==> config.mk <==
export PLATFORM = sky130hd
export DESIGN_NAME = sadc_ctrl
export DESIGN_NICKNAME = d
export VERILOG_FILES = /design/src/core/sadc_pkg.sv /design/src/core/sadc_ctrl.sv /design/src/core/sadc_fifo.sv
export VERILOG_INCLUDE_DIRS = /design/src /design/src/core
export SDC_FILE = /design/constraint.sdc
export NUM_CORES = 1
export LEC_CHECK = 0
export BUFFER_PORTS_ARGS = -buffer_cell sky130_fd_sc_hd__clkbuf_2
export CAP_MARGIN = 20
export CORE_MARGIN = 2
export CORE_UTILIZATION = 60
export CTS_CLUSTER_DIAMETER = 80
export DETAILED_ROUTE_END_ITERATION = 8
export PLACE_DENSITY = 0.83
export SETUP_SLACK_MARGIN = 0.3
export SLEW_MARGIN = 15
export SYNTH_ARGS = -nofsm -noshare
export SYNTH_HDL_FRONTEND = slang
export SYNTH_HIERARCHICAL = 1
export SYNTH_SLANG_ARGS = --single-unit
export TNS_END_PERCENT = 10
==> constraint.sdc <==
create_clock -name mclk -period 8.21 [get_ports mclk]
set_input_delay 0.4105 -clock mclk [delete_from_list [all_inputs] [get_ports mclk]]
set_output_delay 0.4105 -clock mclk [all_outputs]
set_load 0.02 [all_outputs]
==> src/core/sadc_params.svh <==
// Constants for the parallel converter control block
// Overview of operation
// - Select low, not busy: convert falling starts conversion
// - Convert low: select falling starts conversion
// - Select low, convert rising enables outputs
// - Outputs float when select high or convert low
// - Half select low upper byte, high lower
// - Busy low from start until result updated
// - Result bit 15 is MSB, bit 0 LSB
// - Result coded as 16-bit two's complement
// - Requests ignored while busy is low
`ifndef SADC_PARAMS_SVH
`define SADC_PARAMS_SVH
`define SADC_RESULT_W     16
`define SADC_HALF_W       8
`define SADC_CONV_TIME_NS 8000
`define SADC_CLK_NS       40
`define SADC_CONV_CYCLES  ((`SADC_CONV_TIME_NS + `SADC_CLK_NS - 1) / `SADC_CLK_NS)
`define SADC_FIFO_DEPTH   8
`define SADC_RESET_RESULT 16'h0000
`endif

==> src/core/sadc_pkg.sv <==
// Types for the parallel converter control block
package sadc_pkg;
    typedef enum logic [1:0] {
        SADC_IDLE = 2'b01,
        SADC_CONV = 2'b10
    } sadc_state_t;
endpackage
==> src/core/sadc_ctrl.sv <==
// Converter control, result register and tri-state parallel readout
`timescale 1ns/1ps
`include "sadc_params.svh"
module sadc_ctrl
    import sadc_pkg::*;
#(
    parameter int CONV_CYCLES = `SADC_CONV_CYCLES,
    parameter int FIFO_DEPTH  = `SADC_FIFO_DEPTH
) (
    input  wire logic        mclk,
    input  wire logic        rst,
    input  wire logic        select_n,
    input  wire logic        read_convert,
    input  wire logic        half_select,
    output logic             busy_n,
    output logic [15:0]      result_bus,
    output logic [15:0]      result_bus_oe_n,
    input  wire logic [15:0] sample_data,
    input  wire logic        sample_valid,
    output logic             sample_ready
);
    initial begin
        if (CONV_CYCLES < 2 || CONV_CYCLES > 65535) $error("CONV_CYCLES out of range");
    end

    // ----------------------------------------------------------------
    // State
    // ----------------------------------------------------------------
    typedef struct packed {
        logic [1:0]  sel_sync;
        logic [1:0]  rc_sync;
        logic [1:0]  half_sync;
        logic        sel_d;
        logic        rc_d;
        sadc_state_t state;
        logic [15:0] count;
        logic [15:0] result;
        logic        busy_n;
        logic        oe;
        logic [15:0] bus;
    } sadc_ctrl_st_t;
    sadc_ctrl_st_t st;
    sadc_ctrl_st_t next_st;

    logic [15:0] fifo_data;
    logic        fifo_valid;
    logic        fifo_take;
    logic        sel;
    logic        rc;
    logic        half;
    logic        cmd_low;
    logic        cmd_fall;

    // ----------------------------------------------------------------
    // Sample buffer from the quantiser
    // ----------------------------------------------------------------
    sadc_fifo #(
        .WIDTH (`SADC_RESULT_W),
        .DEPTH (FIFO_DEPTH)
    ) u_fifo (
        .mclk      (mclk),
        .rst       (rst),
        .in_data   (sample_data),
        .in_valid  (sample_valid),
        .in_ready  (sample_ready),
        .out_data  (fifo_data),
        .out_valid (fifo_valid),
        .out_ready (fifo_take)
    );

    assign sel      = st.sel_sync[1];
    assign rc       = st.rc_sync[1];
    assign half     = st.half_sync[1];
    // Select and convert are OR'd: the command is active when both low
    assign cmd_low  = !sel && !rc;
    assign cmd_fall = cmd_low && !(!st.sel_d && !st.rc_d);
    // Conversion ends only once a quantised sample is available
    assign fifo_take = (st.state == SADC_CONV) && (st.count == '0) && fifo_valid;

    // ----------------------------------------------------------------
    // Next state
    // ----------------------------------------------------------------
    always_comb begin
        next_st = st;
        next_st.sel_sync  = {st.sel_sync[0], select_n};
        next_st.rc_sync   = {st.rc_sync[0], read_convert};
        next_st.half_sync = {st.half_sync[0], half_select};
        next_st.sel_d     = sel;
        next_st.rc_d      = rc;
        case (st.state)
            SADC_IDLE: begin
                if (cmd_fall) begin
                    next_st.state  = SADC_CONV;
                    next_st.count  = 16'(CONV_CYCLES - 1);
                    next_st.busy_n = 1'b0;
                end
            end
            SADC_CONV: begin
                // New commands have no effect here
                if (st.count != '0) begin
                    next_st.count = st.count - 16'h0001;
                end else if (fifo_valid) begin
                    next_st.result = fifo_data;
                    next_st.busy_n = 1'b1;
                    next_st.state  = SADC_IDLE;
                end
            end
            default: begin
                next_st.state  = SADC_IDLE;
                next_st.busy_n = 1'b1;
            end
        endcase
        // Outputs driven only with select low and convert high
        next_st.oe = !sel && rc;
        // Half select low shows bits 15..8 on the low lanes, high shows 7..0
        if (half) begin
            next_st.bus = {8'h00, next_st.result[7:0]};
        end else begin
            next_st.bus = {8'h00, next_st.result[15:8]};
        end
        next_st.bus[15:8] = next_st.result[15:8];
    end

    always_ff @(posedge mclk or posedge rst) begin
        if (rst) begin
            st          <= '0;
            st.sel_sync <= 2'h3;
            st.rc_sync  <= 2'h3;
            st.half_sync <= 2'h0;
            st.sel_d    <= 1'b1;
            st.rc_d     <= 1'b1;
            st.state    <= SADC_IDLE;
            st.result   <= `SADC_RESET_RESULT;
            st.busy_n   <= 1'b1;
        end else begin
            st <= next_st;
        end
    end

    assign busy_n          = st.busy_n;
    assign result_bus      = st.bus;
    assign result_bus_oe_n = {16{!st.oe}};
endmodule

==> src/core/sadc_fifo.sv <==
// Small synchronous FIFO with valid/ready on both sides
`timescale 1ns/1ps
module sadc_fifo #(
    parameter int WIDTH = 16,
    parameter int DEPTH = 8
) (
    input  wire logic             mclk,
    input  wire logic             rst,
    input  wire logic [WIDTH-1:0] in_data,
    input  wire logic             in_valid,
    output logic                  in_ready,
    output logic      [WIDTH-1:0] out_data,
    output logic                  out_valid,
    input  wire logic             out_ready
);
    localparam int AW = (DEPTH > 1) ? $clog2(DEPTH) : 1;
    initial begin
        if (DEPTH < 2 || (DEPTH & (DEPTH - 1)) != 0) $error("DEPTH must be a power of two >= 2");
    end
    typedef struct packed {
        logic [AW-1:0] wp;
        logic [AW-1:0] rp;
        logic [AW:0]   cnt;
    } sadc_fifo_st_t;
    sadc_fifo_st_t st;
    sadc_fifo_st_t next_st;
    logic [WIDTH-1:0] mem [DEPTH];
    logic push;
    logic pop;

    assign in_ready  = (st.cnt != (AW+1)'(DEPTH));
    assign out_valid = (st.cnt != '0);
    assign out_data  = mem[st.rp];
    assign push      = in_valid && in_ready;
    assign pop       = out_valid && out_ready;

    always_comb begin
        next_st = st;
        if (push) next_st.wp = st.wp + 1'b1;
        if (pop) next_st.rp = st.rp + 1'b1;
        next_st.cnt = st.cnt + (AW+1)'(push) - (AW+1)'(pop);
    end

    always_ff @(posedge mclk or posedge rst) begin
        if (rst) begin
            st <= '0;
        end else begin
            st <= next_st;
        end
    end

    always_ff @(posedge mclk) begin
        if (push) begin
            mem[st.wp] <= in_data;
        end
    end
endmodule

==> results of run 1 <==
## critical path, delay by kind of cell, from the launching register on
family                   cells  cell delay (ps)
AO/OA/AOI/OAI                2              350
XOR/XNOR                     1              160
adder cells (fa/ha/maj)      2              410
buffers and inverters        3              540
flip-flops                   1              410
AND/OR/NAND/NOR              4             1280
## routing by layer
layer / wire length, um / track usage (%) / vias up
li1: - / - / 1811
met1: 5910 / 28.3 / 2045
met2: 7500 / 35.2 / 125
met3: 847 / 5.66 / 14
met4: 196 / 5.89 / 0
met5: 0 / 0 / -
## worst paths after layout
kind | startpoint | to | cells after the start | slack, ps
max | st[39] | u_fifo/st[3] | 12 | 4980
min | select_n | next_st[59] | 1 | 70
max reg2reg | st[39] | u_fifo/st[3] | 12 | 4980
min reg2reg | next_st[59] | next_st[53] | 0 | 360
max in group asynchronous | rst | next_st[53] | 4 | 7150
min in group asynchronous | rst | st[46] | 3 | 490
## layout by cell type, fill, tap and decap left out, types with 3 or more instances in the layout
master	count
nand3_1	4
mux2_4	9
or3_1	5
o21ai_0	4
edfxtp_1	128
inv_6	4
nand2_1	5
ha_1	10
dfrtp_1	54
dfstp_2	8
a21oi_1	9
clkbuf_2	55
nor2_2	3
nor2_1	8
xnor2_1	4
clkbuf_16	17
buf_4	6
o31ai_1	6
mux2i_1	3
nand2b_1	4
inv_1	11
or4_1	10
mux4_1	35
mux2_2	24
clkinv_4	3
mux4_2	5
## flip-flops by register name, indices dropped and copies added (netlist names)
register,cells
half,1
u_fifo/st,10
busy_n,1
st,29
result_bus,16
next_st,5
u_fifo/mem,128
## cell families after synthesis
| family | share of synthesized area (%) |
|---|---|
| flops | 66.5 |
| compound gates | 2.59 |
| mux | 18.2 |
| simple gates | 5.25 |
| fa+ha+maj | 1.79 |
| buf+inv | 5.00 |
| xor+xnor | 0.647 |
## where the power goes
part	leakage (nW)	internal [mW]	total, mW	switching [mW]
sequential	1.95	1.15	1.20	0.0497
combinational	1.14	0.0978	0.264	0.166
clock	0.274	0.400	0.761	0.361
## area by class of cell
type	instances	area [um2]
Sequential cell	190	5410
Fill cell	848	4310
Multi-Input combinational cell	189	2340
Clock buffer	19	433
Timing Repair Buffer	64	362
Tap cell	176	220
Clock inverter	13	125
Inverter	12	45.0
## per-stage QoR
step | worst slack [ps] | hold WS, ps | area, um2 | utilization (%) | total power [mW]
2_1_floorplan | 5190 | 251 | 8130 | - | 1.38
3_3_place_gp | 5210 | 343 | 8330 | 62.9 | 1.46
3_5_place_dp | 4970 | 345 | 8330 | 62.9 | 1.49
4_1_cts | 4970 | 64.5 | 8900 | 67.2 | 2.25
5_1_grt | 4730 | 55.0 | 8930 | 67.5 | 2.32
6_report | 4980 | 74.8 | 8930 | 67.5 | 2.23
==> out/metrics.cfg, run 1 <==
[sta]
fmax_mhz = 310
rsz0062_at_grt = false
finalHoldViolations = 0
relSlewSlack_pct = 28.3
finalCritPeriodShare_pct = 39.3
fin_tns_setup_ps = 0
skew_ps = 9.88
worst_slew_pin_slew_ps = 1070
setup_viol = 0
period_minus_slack_ps = 3230
finalMaxSlewViolations = 0

[cts]
cts_tree = built
numCtsBuffers = 17
h-tree-depth = 4
insertion_delay_ps = 430
cts_hold_buf = 1
clockBufferDepth = 2
cts_setup_buffers = 0
path_clk_slew_ps = 70
root_buffer = clkbuf_16
cts_resized = 0
cts_sinks = 190

[global_routing]
track_usage_pct = 21.3
grt_max_degree = 53
grt_overflow_total = 0
antenna_found_initial = 0
grt_pass1_vias = 4026
grt_pass1_wl_um = 22500

[cells_and_area]
areaGrowthSynthToFinish_pct = 9.95
drive_gt1_share_pct = 31.6
instances_no_fill = 663
n_antenna_cell = 0
fin_nets = 507

[placement]
dp_hpwl_um = 8650
place_inst = 628
io_buffer_count = 55
gp_congestion = 0.757

[logic_synthesis]
synth_commonest_cells = 128 x edfxtp_1, 54 x dfrtp_1, 35 x mux4_1
synthTopCellsByArea = edfxtp_1 47%, dfrtp_1 17%, mux4_1 11%
yosysMostFrequentCell = edfxtp_1
async_flop_share_pct = 32.6
ys_ff_latch = 190
synth_top_flop_cell = edfxtp_1
synth-edff-count = 128
avgSynthCellArea_um2 = 18.4
yosysTopAreaCell = edfxtp_1
synthCells = 441
synth_cell_types = 57
synth_fp_nets = 474
ys_warn_count = 6
synth.top_cell.area_share_pct = 47.3
syn-cell-area_um2 = 8130
yosysSeqAreaShare_pct = 66.5

[floorplanning]
rows = 42
io-pin-count = 56
die-area_um2 = 14500
initial_core_util_pct = 61.4
die_height_um = 120
die_w_um = 120
core-area_um2 = 13200

[critical_path]
cp-start-kind = flop
critPathMaxStageDelay_ps = 470
crit_arrival_ps = 3570
required_ps = 8560
critical_path.slowest_cell = nor3_1
crit_type = reg -> reg
worst_setup_path_end_kind = flop
crit_path_cell_trace = nor3_1 > nand3_2 > nor4_4 > buf_4 > nand2_1 > inv_1 > ha_1 > inv_1 > ha_1 > a21o_1 > a21oi_1 > xor2_1
critical_path.max_fanout = 26

[flow_run]
cap_violations = 0

[pwr]
irDropWorstVdd_mv = 0.162
p_per_area_nw_per_um2 = 250
power.leakage_nw = 3.37

[routing]
drc = 0
initialDrtViolationCount = 366
viasPerCell = 6.03
wl_per_cell_um = 21.8
finalWirelength_um = 14500
ant_nets = 0
vias = 3995
drt-pass1-iter-count = 4

[hold_path]
hold_class = in -> reg

[outcome]
status = completed

Note: power is estimated with default switching activity, not from simulation.
==> run 2: changes to the inputs <==
--- a/config.mk
+++ b/config.mk
@@ -6,6 +6,7 @@
 export SDC_FILE = /design/constraint.sdc
 export NUM_CORES = 1
 export LEC_CHECK = 0
+export ABC_AREA = 1
 export BUFFER_PORTS_ARGS = -buffer_cell sky130_fd_sc_hd__clkbuf_2
 export CAP_MARGIN = 20
 export CORE_MARGIN = 2
==> constraint.sdc (replaced) <==
create_clock -name mclk -period 3.1 [get_ports mclk]
set_input_delay 0.155 -clock mclk [delete_from_list [all_inputs] [get_ports mclk]]
set_output_delay 0.155 -clock mclk [all_outputs]
set_load 0.02 [all_outputs]
==> run 2 against run 1 <==
Against the previous run: first-iteration DRC count increased by 58%; clock skew fell by 0.86 ps; worst setup slack worse by 4300 ps; largest cell class unchanged; largest power group unchanged; highest routed layer unchanged.
==> out/metrics.cfg, run 2 <==
[logic_synthesis]
synth_commonest_cells = 298 x nand2_1, 195 x inv_1, 128 x edfxtp_1
avgSynthCellArea_um2 = 9.39
yosysSeqAreaShare_pct = 59.1
synthCells = 974
synthTopCellsByArea = edfxtp_1 42%, dfrtp_1 15%, nand2_1 12%
synth_cell_types = 32
yosysTopAreaCell = edfxtp_1
synth_top_flop_cell = edfxtp_1
ys_warn_count = 6
yosysMostFrequentCell = nand2_1
synth_fp_nets = 1007
syn-cell-area_um2 = 9150
ys_ff_latch = 190
async_flop_share_pct = 32.6
synth-edff-count = 128
synth.top_cell.area_share_pct = 42.0

[critical_path]
crit_type = reg -> reg
ff2ff_path_depth = 13
required_ps = 3410
r2r_start = st[34]
critPathMaxStageDelay_ps = 380
cp-start-kind = flop
worst_setup_path_end_kind = flop
path_common_cell = inv_1
reg2reg_setup_slack_ps = 670
crit_path_cell_trace = inv_1 > ha_1 > nand2_1 > nor2_4 > nand4_4 > inv_1 > nand2_1 > inv_1 > ha_1 > inv_1 > ha_1 > fa_1 > xor2_1
critical_path.slowest_cell = dfrtp_1
r2r_end = u_fifo/st[2]
crit_arrival_ps = 2750
critical_path.max_fanout = 6

[global_routing]
track_usage_pct = 23.4
grt_overflow_total = 0
antenna_found_initial = 0
grt_pass1_vias = 5970
grt_max_degree = 66
grt_pass1_wl_um = 29200

[sta]
skew_ps = 9.02
setup_viol = 0
period_minus_slack_ps = 2430
relSlewSlack_pct = 44.7
rsz0062_at_grt = false
finalCritPeriodShare_pct = 78.5
worst_slew_pin_slew_ps = 829
finalHoldViolations = 0
fin_tns_setup_ps = 0
finalMaxSlewViolations = 0
worst_slack_ps = 665
fmax_mhz = 411

[routing]
drt-pass1-iter-count = 5
drc = 0
wl_per_cell_um = 14.9
vias = 6146
finalWirelength_um = 17900
initialDrtViolationCount = 579
ant_nets = 0
viasPerCell = 5.10

[cells_and_area]
n_fill_cell = 1106
drive_gt1_share_pct = 14.1
final_common_cell = nand2_1
n_antenna_cell = 0
instances_no_fill = 1206
largest_reg_flops = 128
layout_common_cells = 298 x nand2_1, 194 x inv_1, 128 x edfxtp_1, 110 x nand3_1, 55 x clkbuf_2
postLayoutCellArea_um2 = 9930
fin_nets = 1038
areaGrowthSynthToFinish_pct = 8.53
regMostFlops = u_fifo/mem

[placement]
dp_slack_ps = 471
dp_hpwl_um = 11800
gp_congestion = 0.865
place_inst = 1168
dpl-instance-area_um2 = 9290
io_buffer_count = 55

[pwr]
p_per_area_nw_per_um2 = 633
irDropWorstVdd_mv = 0.614
power.leakage_nw = 4.84

[floorplanning]
die-area_um2 = 16300
core-area_um2 = 15000
initial_core_util_pct = 60.9
die_w_um = 127
io-pin-count = 56
die_height_um = 127
rows = 45

[cts]
path_clk_slew_ps = 70
clockBufferDepth = 2
cts_tree = built
h-tree-depth = 4
cts_sinks = 190
insertion_delay_ps = 430
cts_resized = 0
root_buffer = clkbuf_16
numCtsBuffers = 17

[flow_run]
cap_violations = 0

[hold_path]
hp-start = sample_data[2]
holdPathEnd = u_fifo/mem[0][2]
holdPathStages = 1
hold_class = in -> reg

[outcome]
status = completed

run 2: cell types whose count changed in the layout (fill, tap and decap cells not counted), sizes merged, moves of 6 or more:
cell   delta
a21oi     -7
mux2     -34
buf       +7
mux4     -40
o21ai    +12
inv     +185
and2     +15
nand3   +115
or4      -12
nor2     +22
nor3      +6
nand2   +297
o31ai     -6
run 2: timing repair:
action	4_1_cts	5_1_grt
buffers inserted	0	1
setup endpoints to repair	0	2
hold endpoints to repair	14	0
hold buffers	5	0
run 2: how the worst max path moves through the flow:
stage / from / endpoint / slack [ps] / cells after the start
after global placement: st[34] / u_fifo/st[2] / 540 / 13
final: st[34] / u_fifo/st[2] / 670 / 13
after detailed placement: st[34] / u_fifo/st[2] / 470 / 13
after CTS: st[34] / u_fifo/st[2] / 420 / 13
after global routing: st[34] / u_fifo/st[2] / 470 / 13
after floorplan: u_fifo/st[2] / u_fifo/mem[6][0] / 460 / 6
run 2: per-layer routing:
metal	global-route usage, %	up-vias	routed length [um]	part of all wire [%]
met5	0	-	0	0
met4	7.11	0	320	1.8
met3	5.90	30	1060	5.9
met2	39.2	216	9160	51
met1	30.2	2857	7370	41
li1	-	3043	-	-
run 2: worst max-delay path, delay by kind of cell (launching register included):
family	cells	cell delay, ps
adder cells (fa/ha/maj)	4	910
AND/OR/NAND/NOR	4	470
buffers and inverters	4	390
flip-flops	1	380
XOR/XNOR	1	170
run 2: cells by family after synthesis:
group	synth area share, %
and+or+nand+nor	23.5
buffers and inverters	13.8
DFF	59.1
AOI/OAI and AO/OA	1.04
adders and majority gates	1.59
xor gates and xnor gates	0.957
run 2: where the power goes:
group | internal, mW | switching (mW)
registers | 3.05 | 0.114
logic | 0.291 | 0.654
clock network | 1.21 | 0.965
run 2: stage by stage:
| step | utilization, % | hold slack (ps) | total power, mW |
|---|---|---|---|
| 2_1_floorplan | - | -4.82 | 3.86 |
| 3_3_place_gp | 61.8 | 163 | 4.10 |
| 3_5_place_dp | 61.8 | 164 | 4.14 |
| 4_1_cts | 66.0 | 18.0 | 6.31 |
| 5_1_grt | 66.1 | 15.8 | 6.58 |
| 6_report | 66.1 | 29.8 | 6.29 |
run 2: cell type report:
class	instances	area (um2)	area share, %
flip-flops and latches	190	5410	54.4
multi-input cells	523	2520	25.4
inverters	198	747	7.52
repair buffers	75	438	4.41
clock buffers	19	433	4.36
well taps	188	235	2.37
clock inverters	13	151	1.52
